### src/stack_rotate_pkg.sv
/*
  Shared constants for the stack, return, carry-clear and rotate execution unit:
  opcodes, instruction lengths, step numbers, flag positions, register offsets.
  Assumes one 8-bit register space that holds both the working registers and the stack.
*/
// Operation
// - pop reads byte at stack pointer into destination, then increments pointer; flags kept
// - push decrements stack pointer first, then writes source byte there; flags kept
// - carry clear forces carry to zero, leaves every other flag alone
// - return loads program counter from stack, adds two to pointer, flags kept
// - return takes high byte at pointer, low byte at pointer plus one
// - rotate left: bit 7 goes to bit 0 and to carry
// - rotate left through carry: old carry to bit 0, old bit 7 to carry
// - rotate right: bit 0 goes to bit 7 and to carry
// - rotates set zero on zero result, sign from bit 7, keep decimal and half-carry
// - rotates set overflow when bit 7 changes, clear it otherwise
package stack_rotate_pkg;
  // opcodes; bit 0 selects the indirect form where one exists
  localparam logic [7:0] OPC_POP = 8'h50;
  localparam logic [7:0] OPC_POP_IND = 8'h51;
  localparam logic [7:0] OPC_PUSH = 8'h70;
  localparam logic [7:0] OPC_PUSH_IND = 8'h71;
  localparam logic [7:0] OPC_CARRY_CLEAR = 8'hcf;
  localparam logic [7:0] OPC_RETURN = 8'haf;
  localparam logic [7:0] OPC_ROT_LEFT = 8'h90;
  localparam logic [7:0] OPC_ROT_LEFT_IND = 8'h91;
  localparam logic [7:0] OPC_ROT_LEFT_CARRY = 8'h10;
  localparam logic [7:0] OPC_ROT_LEFT_CARRY_IND = 8'h11;
  localparam logic [7:0] OPC_ROT_RIGHT = 8'he0;
  localparam logic [7:0] OPC_ROT_RIGHT_IND = 8'he1;

  // cycle counts per instruction
  localparam logic [3:0] LEN_STACK = 4'h8;
  localparam logic [3:0] LEN_SHORT = 4'h4;

  // step numbers inside an instruction
  localparam logic [3:0] STEP_FETCH_PTR = 4'h0;
  localparam logic [3:0] STEP_LATCH_PTR = 4'h1;
  localparam logic [3:0] STEP_READ = 4'h2;
  localparam logic [3:0] STEP_LATCH_DATA = 4'h3;
  localparam logic [3:0] STEP_FOUR = 4'h4;
  localparam logic [3:0] STEP_FIVE = 4'h5;

  // flag bit positions
  localparam int FLAG_C = 7;
  localparam int FLAG_Z = 6;
  localparam int FLAG_S = 5;
  localparam int FLAG_V = 4;
  localparam int FLAG_D = 3;
  localparam int FLAG_H = 2;

  // reset values
  localparam logic [7:0] STACK_POINTER_RESET = 8'h00;
  localparam logic [7:0] FLAGS_RESET = 8'h00;
  localparam logic [15:0] PROGRAM_COUNTER_RESET = 16'h0000;

  // register byte offsets on the bus
  localparam logic [7:0] REG_STACK_POINTER = 8'h00;
  localparam logic [7:0] REG_FLAGS = 8'h04;
  localparam logic [7:0] REG_PROGRAM_COUNTER = 8'h08;
  localparam logic [7:0] REG_STATUS = 8'h0c;

  // status register fields
  localparam int STAT_BUSY = 0;
  localparam int STAT_BAD_OP = 1;

  // instruction classes, one-hot
  typedef enum logic [7:0] {
    CL_NONE = 8'h01,
    CL_POP = 8'h02,
    CL_PUSH = 8'h04,
    CL_RETURN = 8'h08,
    CL_CARRY_CLEAR = 8'h10,
    CL_ROT_LEFT = 8'h20,
    CL_ROT_LEFT_CARRY = 8'h40,
    CL_ROT_RIGHT = 8'h80
  } op_class_e;

  // sequencer states, one-hot
  typedef enum logic [1:0] {
    ST_IDLE = 2'b01,
    ST_RUN = 2'b10
  } seq_state_e;
endpackage

### src/stack_rotate_instruction_unit.sv
/*
  Execution unit for pop, push, subroutine return, carry clear and the three
  one-bit rotates, with a classic Wishbone slave for stack pointer, flags,
  program counter and status.
  Assumes the register file answers a read with data one clock after MEM_RD,
  and that the fetch path holds INSN_VALID until INSN_READY is seen high.
*/
// The implementer's own choices: the Wishbone slave port and the register offsets.
module stack_rotate_instruction_unit
  import stack_rotate_pkg::*;
(
  // clock and reset
  input wire logic CORE_CLK,
  input wire logic RST_B,
  // wishbone slave
  input wire logic WB_CYC_I,
  input wire logic WB_STB_I,
  input wire logic WB_WE_I,
  input wire logic [7:0] WB_ADR_I,
  input wire logic [31:0] WB_DAT_I,
  input wire logic [3:0] WB_SEL_I,
  output logic [31:0] WB_DAT_O,
  output logic WB_ACK_O,
  // instruction from decode
  input wire logic INSN_VALID,
  input wire logic [7:0] INSN_OPCODE,
  input wire logic [7:0] INSN_OPERAND,
  output logic INSN_READY,
  output logic INSN_DONE,
  // register file and stack memory
  output logic [7:0] MEM_ADDR,
  output logic MEM_RD,
  output logic MEM_WR,
  output logic [7:0] MEM_WDATA,
  input wire logic [7:0] MEM_RDATA,
  // program counter and flags to the core
  output logic PROGRAM_COUNTER_LOAD,
  output logic [15:0] PROGRAM_COUNTER_VALUE,
  output logic [7:0] FLAGS
);
  import stack_rotate_pkg::*;

  // opcode to class
  function automatic op_class_e decode(input logic [7:0] opc);
    unique case (opc)
      OPC_POP, OPC_POP_IND: decode = CL_POP;
      OPC_PUSH, OPC_PUSH_IND: decode = CL_PUSH;
      OPC_RETURN: decode = CL_RETURN;
      OPC_CARRY_CLEAR: decode = CL_CARRY_CLEAR;
      OPC_ROT_LEFT, OPC_ROT_LEFT_IND: decode = CL_ROT_LEFT;
      OPC_ROT_LEFT_CARRY, OPC_ROT_LEFT_CARRY_IND: decode = CL_ROT_LEFT_CARRY;
      OPC_ROT_RIGHT, OPC_ROT_RIGHT_IND: decode = CL_ROT_RIGHT;
      default: decode = CL_NONE;
    endcase
  endfunction

  // carry out in bit 8, rotated byte below it
  function automatic logic [8:0] rotate(input op_class_e c, input logic [7:0] v, input logic cin);
    unique case (c)
      CL_ROT_LEFT: rotate = {v[7], v[6:0], v[7]};
      CL_ROT_LEFT_CARRY: rotate = {v[7], v[6:0], cin};
      CL_ROT_RIGHT: rotate = {v[0], v[0], v[7:1]};
      default: rotate = {cin, v};
    endcase
  endfunction

  seq_state_e state;
  op_class_e cls;
  op_class_e dec;
  logic [3:0] cnt;
  logic [3:0] len;
  logic ind;
  logic [7:0] opnd;
  logic [7:0] ptr;
  logic [7:0] data;
  logic [7:0] stack_pointer;
  logic [7:0] flags;
  logic [15:0] program_counter;
  logic bad_op;
  logic accept;
  logic last;
  logic is_rot;
  logic [8:0] rot;
  logic wb_req;
  logic wb_wr;

  assign dec = decode(INSN_OPCODE);
  assign INSN_READY = (state == ST_IDLE);
  assign accept = INSN_READY && INSN_VALID && (dec != CL_NONE);
  assign len = (cls == CL_CARRY_CLEAR || is_rot) ? LEN_SHORT : LEN_STACK;
  assign last = (state == ST_RUN) && (cnt == len - 4'h1);
  assign is_rot = (cls == CL_ROT_LEFT) || (cls == CL_ROT_LEFT_CARRY) || (cls == CL_ROT_RIGHT);
  assign rot = rotate(cls, MEM_RDATA, flags[FLAG_C]);
  assign INSN_DONE = last;
  assign FLAGS = flags;
  assign PROGRAM_COUNTER_VALUE = program_counter;
  assign wb_req = WB_CYC_I && WB_STB_I && !WB_ACK_O;
  // a write lands at the edge where the master sees ack, so an aborted cycle changes nothing
  assign wb_wr = WB_CYC_I && WB_STB_I && WB_ACK_O && WB_WE_I && WB_SEL_I[0];

  // sequencer: one instruction at a time, fixed length per class
  always_ff @(posedge CORE_CLK or negedge RST_B) begin
    if (!RST_B) begin
      state <= ST_IDLE;
      cls <= CL_NONE;
      cnt <= 4'h0;
      ind <= 1'b0;
      opnd <= 8'h00;
    end else begin
      unique case (state)
        ST_IDLE: begin
          if (accept) begin
            state <= ST_RUN;
            cls <= dec;
            ind <= INSN_OPCODE[0];
            opnd <= INSN_OPERAND;
            cnt <= 4'h0;
          end
        end
        ST_RUN: begin
          if (last) begin
            state <= ST_IDLE;
          end else begin
            cnt <= cnt + 4'h1;
          end
        end
      endcase
    end
  end

  // operand pointer and data latches; return reuses ptr for the high byte
  always_ff @(posedge CORE_CLK or negedge RST_B) begin
    if (!RST_B) begin
      ptr <= 8'h00;
      data <= 8'h00;
    end else if (state == ST_RUN) begin
      if (cnt == STEP_LATCH_PTR) begin
        if (cls == CL_RETURN) begin
          ptr <= MEM_RDATA;
        end else begin
          ptr <= ind ? MEM_RDATA : opnd;
        end
      end
      if (cnt == STEP_LATCH_DATA) begin
        data <= MEM_RDATA;
      end
    end
  end

  // memory port, decoded from the registered step so it is glitch-free per cycle;
  // rotate write data comes straight from the read data to save a cycle
  always_comb begin
    MEM_ADDR = 8'h00;
    MEM_RD = 1'b0;
    MEM_WR = 1'b0;
    MEM_WDATA = 8'h00;
    if (state == ST_RUN) begin
      if (cls == CL_RETURN) begin
        if (cnt == STEP_FETCH_PTR) begin
          MEM_RD = 1'b1;
          MEM_ADDR = stack_pointer;
        end
        if (cnt == STEP_READ) begin
          MEM_RD = 1'b1;
          MEM_ADDR = stack_pointer + 8'h01;
        end
      end else if (cls != CL_CARRY_CLEAR) begin
        if (cnt == STEP_FETCH_PTR) begin
          MEM_RD = 1'b1;
          MEM_ADDR = opnd;
        end
        if (cnt == STEP_READ) begin
          MEM_RD = 1'b1;
          MEM_ADDR = (cls == CL_POP) ? stack_pointer : ptr;
        end
        if (cls == CL_POP && cnt == STEP_FOUR) begin
          MEM_WR = 1'b1;
          MEM_ADDR = ptr;
          MEM_WDATA = data;
        end
        if (cls == CL_PUSH && cnt == STEP_FIVE) begin
          MEM_WR = 1'b1;
          MEM_ADDR = stack_pointer;
          MEM_WDATA = data;
        end
        if (is_rot && cnt == STEP_LATCH_DATA) begin
          MEM_WR = 1'b1;
          MEM_ADDR = ptr;
          MEM_WDATA = rot[7:0];
        end
      end
    end
  end

  // stack pointer: hardware step wins over a bus write in the same cycle
  always_ff @(posedge CORE_CLK or negedge RST_B) begin
    if (!RST_B) begin
      stack_pointer <= STACK_POINTER_RESET;
    end else if (state == ST_RUN && cls == CL_POP && cnt == STEP_FIVE) begin
      stack_pointer <= stack_pointer + 8'h01;
    end else if (state == ST_RUN && cls == CL_PUSH && cnt == STEP_FOUR) begin
      stack_pointer <= stack_pointer - 8'h01;
    end else if (state == ST_RUN && cls == CL_RETURN && cnt == STEP_FIVE) begin
      stack_pointer <= stack_pointer + 8'h02;
    end else if (wb_wr && WB_ADR_I == REG_STACK_POINTER) begin
      stack_pointer <= WB_DAT_I[7:0];
    end
  end

  // flags: only rotates, carry clear and a bus write to the flags register touch them
  always_ff @(posedge CORE_CLK or negedge RST_B) begin
    if (!RST_B) begin
      flags <= FLAGS_RESET;
    end else if (state == ST_RUN && is_rot && cnt == STEP_LATCH_DATA) begin
      flags[FLAG_C] <= rot[8];
      flags[FLAG_Z] <= (rot[7:0] == 8'h00);
      flags[FLAG_S] <= rot[7];
      flags[FLAG_V] <= rot[7] ^ MEM_RDATA[7];
    end else if (state == ST_RUN && cls == CL_CARRY_CLEAR && cnt == STEP_LATCH_DATA) begin
      flags[FLAG_C] <= 1'b0;
    end else if (wb_wr && WB_ADR_I == REG_FLAGS) begin
      flags <= WB_DAT_I[7:0];
    end
  end

  // program counter load from the two stacked bytes
  always_ff @(posedge CORE_CLK or negedge RST_B) begin
    if (!RST_B) begin
      program_counter <= PROGRAM_COUNTER_RESET;
      PROGRAM_COUNTER_LOAD <= 1'b0;
    end else begin
      PROGRAM_COUNTER_LOAD <= 1'b0;
      if (state == ST_RUN && cls == CL_RETURN && cnt == STEP_FOUR) begin
        program_counter <= {ptr, data};
        PROGRAM_COUNTER_LOAD <= 1'b1;
      end
    end
  end

  // sticky bad opcode; a new refusal beats a write-one clear
  always_ff @(posedge CORE_CLK or negedge RST_B) begin
    if (!RST_B) begin
      bad_op <= 1'b0;
    end else if (INSN_READY && INSN_VALID && dec == CL_NONE) begin
      bad_op <= 1'b1;
    end else if (wb_wr && WB_ADR_I == REG_STATUS && WB_DAT_I[STAT_BAD_OP]) begin
      bad_op <= 1'b0;
    end
  end

  // bus answer one cycle after the strobe; unmapped reads return zero
  always_ff @(posedge CORE_CLK or negedge RST_B) begin
    if (!RST_B) begin
      WB_ACK_O <= 1'b0;
      WB_DAT_O <= 32'h0000_0000;
    end else begin
      WB_ACK_O <= wb_req;
      WB_DAT_O <= 32'h0000_0000;
      if (wb_req && !WB_WE_I) begin
        unique case (WB_ADR_I)
          REG_STACK_POINTER: WB_DAT_O <= {24'h00_0000, stack_pointer};
          REG_FLAGS: WB_DAT_O <= {24'h00_0000, flags};
          REG_PROGRAM_COUNTER: WB_DAT_O <= {16'h0000, program_counter};
          REG_STATUS: WB_DAT_O <= {30'h0000_0000, bad_op, state == ST_RUN};
          default: WB_DAT_O <= 32'h0000_0000;
        endcase
      end
    end
  end
endmodule

### config.mk
export PLATFORM = sky130hd
export DESIGN_NAME = stack_rotate_instruction_unit
export DESIGN_NICKNAME = d
export VERILOG_FILES = /design/src/stack_rotate_pkg.sv /design/src/stack_rotate_instruction_unit.sv
export SDC_FILE = /design/constraint.sdc
export NUM_CORES = 1
export LEC_CHECK = 0
export ABC_AREA = 1
export BUFFER_PORTS_ARGS = -buffer_cell sky130_fd_sc_hd__buf_2
export CORE_MARGIN = 4
export CORE_UTILIZATION = 54
export DETAILED_ROUTE_END_ITERATION = 10
export HOLD_SLACK_MARGIN = 0.12
export PLACE_DENSITY_LB_ADDON = 0.08
export SYNTH_ARGS = -nofsm -noshare
export SYNTH_HDL_FRONTEND = slang
export SYNTH_SLANG_ARGS = --single-unit
### constraint.sdc
create_clock -name CORE_CLK -period 2.3 [get_ports CORE_CLK]
set_clock_uncertainty 0.05 [all_clocks]
set_input_delay 0.23 -clock CORE_CLK [delete_from_list [all_inputs] [get_ports CORE_CLK]]
set_output_delay 0.23 -clock CORE_CLK [all_outputs]
set_load 0.005 [all_outputs]
==> impl_metrics.ini <==
[synth]
synth_edf_count = 0
avgSynthCellArea_sq_um = 7.22
synth_commonest_cells = nand2_1, dfrtp_1, nor2_1
synth_area_leaders = dfrtp_1, nand2_1, o21ai_0, nor2_1, inv_1
ys_types = 50
synth_area_sq_mm = 0.00602
syn_inst = 835
yosys.area.top_type_share_pct = 36.6
synth-warning-count = 0
yosysTopAreaCell = dfrtp_1
async_flop_share_pct = 100
synth.most_common_cell = nand2_1
yosysSeqAreaShare_pct = 37.4
yosys_most_used_dff = dfrtp_1
ys_ff_latch = 90

[setup_path]
crit_family = simple AND/OR/NAND/NOR gates
path_class = reg2out
cp_max_fo = 6
crit_start = cls[1]
end_kind = output pin
cp-start-kind = register
cp_data_required_time_ns = 2.02
critical_path.cell_chain = inv_2 -> nand2_4 -> nor2_4 -> nand2_2 -> nand3_4 -> nand2_4 -> inv_8 -> buf_12 -> a21oi_2 -> nand2_1 -> nand2_1 -> a21oi_2 -> buf_2
r2r_setup_slack_ns = 0.06
critPathArrivalTime_ns = 2.20
critPathSlowestCell = dfrtp_1
slowest_delay_ns = 0.41
timing.rr.start = cls[7]
path_buf_inv = 4

[status]
status = complete, but fails checks
violations = setup timing

[floorplan]
io_pins = 152
rows = 38
dieArea_sq_mm = 0.0129
core_area_sq_mm = 0.0109
start_util_pct = 55.3
fp.dieH_microns = 114
die_w_microns = 114

[clock_network]
cts_tree = built
cts_buffers = 9
root_buffer = clkbuf_8
clk_pin_slew_ns = 0.10
h-tree-depth = 3
cts.path.max_buffers = 2
clock-sinks = 90
clk-insertion-delay-late_ns = 0.39

[route]
via_count = 6446
ant_nets = 0
drt-pass1-iter-count = 5
wl_mm = 19.4
drtIter0Drc = 608
via_per_inst = 5.51
post_drt_wl_per_cell_microns = 16.6
drc = 0

[global_route]
grt.met3_usage_pct = 5.25
first_global_vias = 5975
grt-busiest-layer = met2
use_met2_pct = 49.3
grt_usage_pct = 29.8
antenna_found_initial = 0
overflow = 0
grt_pass1_wl_mm = 30.3
grt_max_degree = 50
grt_use_met1_pct = 39.9

[timing]
fin_crit_ns = 2.48
fin_crit_sh_pct = 108
hold_viol_final = 0
clock.fmax_ghz = 0.403
layout_setup_ws_ns = -0.182
final-max-slew-violation-count = 0
rsz0062_at_grt = yes
worst_slew_pin_slew_ns = 0.579
setup_violations = 17
maxSlewHeadroom_pct = 61.4

[finish]
antenna_cells = 0
syn_to_final_growth_pct = 31.4
nets = 1108
stdcell_count = 1170
drive_gt1_share_pct = 31.7

[placement]
gp_congestion = 0.896
dp_hpwl_mm = 13.6
numPortBuffers = 108
dp_cells = 1081

[power_and_ir_drop]
p_clk_share_pct = 19.4
power_frac_comb_pct = 42.5
fin_total_pwr_w = 0.00531
p_switching_w = 0.00221
sw_frac_of_total_pct = 41.7
seqPwrFrac_pct = 38.2
leakagePower_nw = 4.10
powerDensity_mw_per_mm2 = 671
p_int_w = 0.00310
ir_drop_mv = 0.728

[worst_hold_path]
min_path_type = in2reg
worstHoldStart = INSN_OPCODE[7]

[job]
max-cap-violations = 0
-- state kept, by name (all words and copies together) (netlist names) --
register               cells
stack_pointer              8
ptr                        8
opnd                       8
WB_ACK_O                   1
cnt                        4
cls                        8
PROGRAM_COUNTER_VALUE     16
PROGRAM_COUNTER_LOAD       1
bad_op                     1
state                      2
FLAGS                      8
ind                        1
WB_DAT_O                  16
data                       8
-- what timing repair did --
action | in CTS | in global routing
hold buffers | 23 | 0
resized for setup | 63 | 53
endpoints found under the setup margin | 18 | 39
pin swaps | 22 | 31
setup buffers | 36 | 10
endpoints found under the hold margin | 65 | 0
gates cloned | 1 | 3
-- routing by layer --
layer / share of wire, % / vias up / routed length (microns)
met5: 0 / - / 0
met1: 42 / 3059 / 8080
met2: 48 / 287 / 9360
met4: 2.3 / 0 / 444
met3: 7.9 / 43 / 1530
li1: - / 3057 / -
-- worst register-to-register path, delay by kind of cell (launching register included) --
| kind | cells | cell delay, ns |
|---|---|---|
| simple gates | 6 | 0.80 |
| buf+inv | 4 | 0.55 |
| compound gates | 2 | 0.30 |
| flops | 1 | 0.44 |
-- cells by family after synthesis --
group / Yosys count / synth area share (%)
other cells: 1 / 0.0622
compound gates: 178 / 17.2
xor+xnor: 12 / 1.74
buf+inv: 146 / 11.2
fa+ha+maj: 9 / 1.87
flops: 90 / 37.4
simple gates: 399 / 30.5
-- power by group through the flow --
stage / clock, W / sequential [W] / combinational (W)
CTS: 0.00105 / 0.00200 / 0.00209
floorplan: 0 / 0.00196 / 0.00128
global route: 0.00113 / 0.00206 / 0.00248
finish: 0.00103 / 0.00203 / 0.00226
global placement: 0 / 0.00202 / 0.00177
detailed placement: 0 / 0.00203 / 0.00182
-- cell usage in the layout (no fill, tap or decap), types with 4 or more instances in the layout --
cell	instances
buf_6	7
o211ai_1	8
conb_1	16
o22ai_1	4
clkinvlp_4	4
nand3_2	4
clkbuf_8	9
dfrtp_2	7
nand4_1	11
inv_4	4
nor2_2	11
nor2_1	74
dfrtp_1	81
ha_1	6
o221ai_1	5
inv_1	76
a21oi_2	9
o21ai_0	66
nand2_2	16
buf_4	58
a211oi_2	5
o21ai_1	22
nor2_4	12
o2bb2ai_1	4
buf_2	107
a21oi_1	39
nand3_1	39
nand2_4	12
inv_2	22
xor2_1	9
nor2_8	4
dlygate4sd3_1	23
nor3_1	6
nand2_1	196
-- final cells by class --
class / count / area [sq um]
multi-input combinational: 615 / 3460
fill: 853 / 2970
sequential: 90 / 2260
timing repair buffer: 201 / 1410
inverter: 107 / 427
tap: 140 / 175
clock buffer: 9 / 124
clock inverter: 7 / 51.3
timing repair inverter: 1 / 7.51
-- stage by stage --
step / setup slack, ns / cell area [sq um] / hold slack (ns) / utilization (%) / setup TNS, ns
after global routing: -0.309 / 7920 / 0.131 / 72.7 / -4.36
final: -0.182 / 7920 / 0.132 / 72.7 / -2.27
after detailed placement: 0.0159 / 6710 / 0.205 / 61.7 / 0
after floorplan: 0.501 / 6080 / -0.116 / - / 0
after CTS: -0.111 / 7630 / 0.123 / 70.1 / -1.08
after global placement: 0.143 / 6710 / 0.204 / 61.7 / 0
-- path summary, 6_finish.rpt --
check                                           endpoint  depth (start not counted)
worst max-delay path                         MEM_ADDR[4]                         13
worst min-delay path                              cls[5]                          3
worst max register to register          stack_pointer[7]                         12
worst min register to register                  WB_ACK_O                          1
max in group asynchronous                         cls[0]                          3
min in group asynchronous       PROGRAM_COUNTER_VALUE[5]                          2
Power figures use the tool's default switching activity.
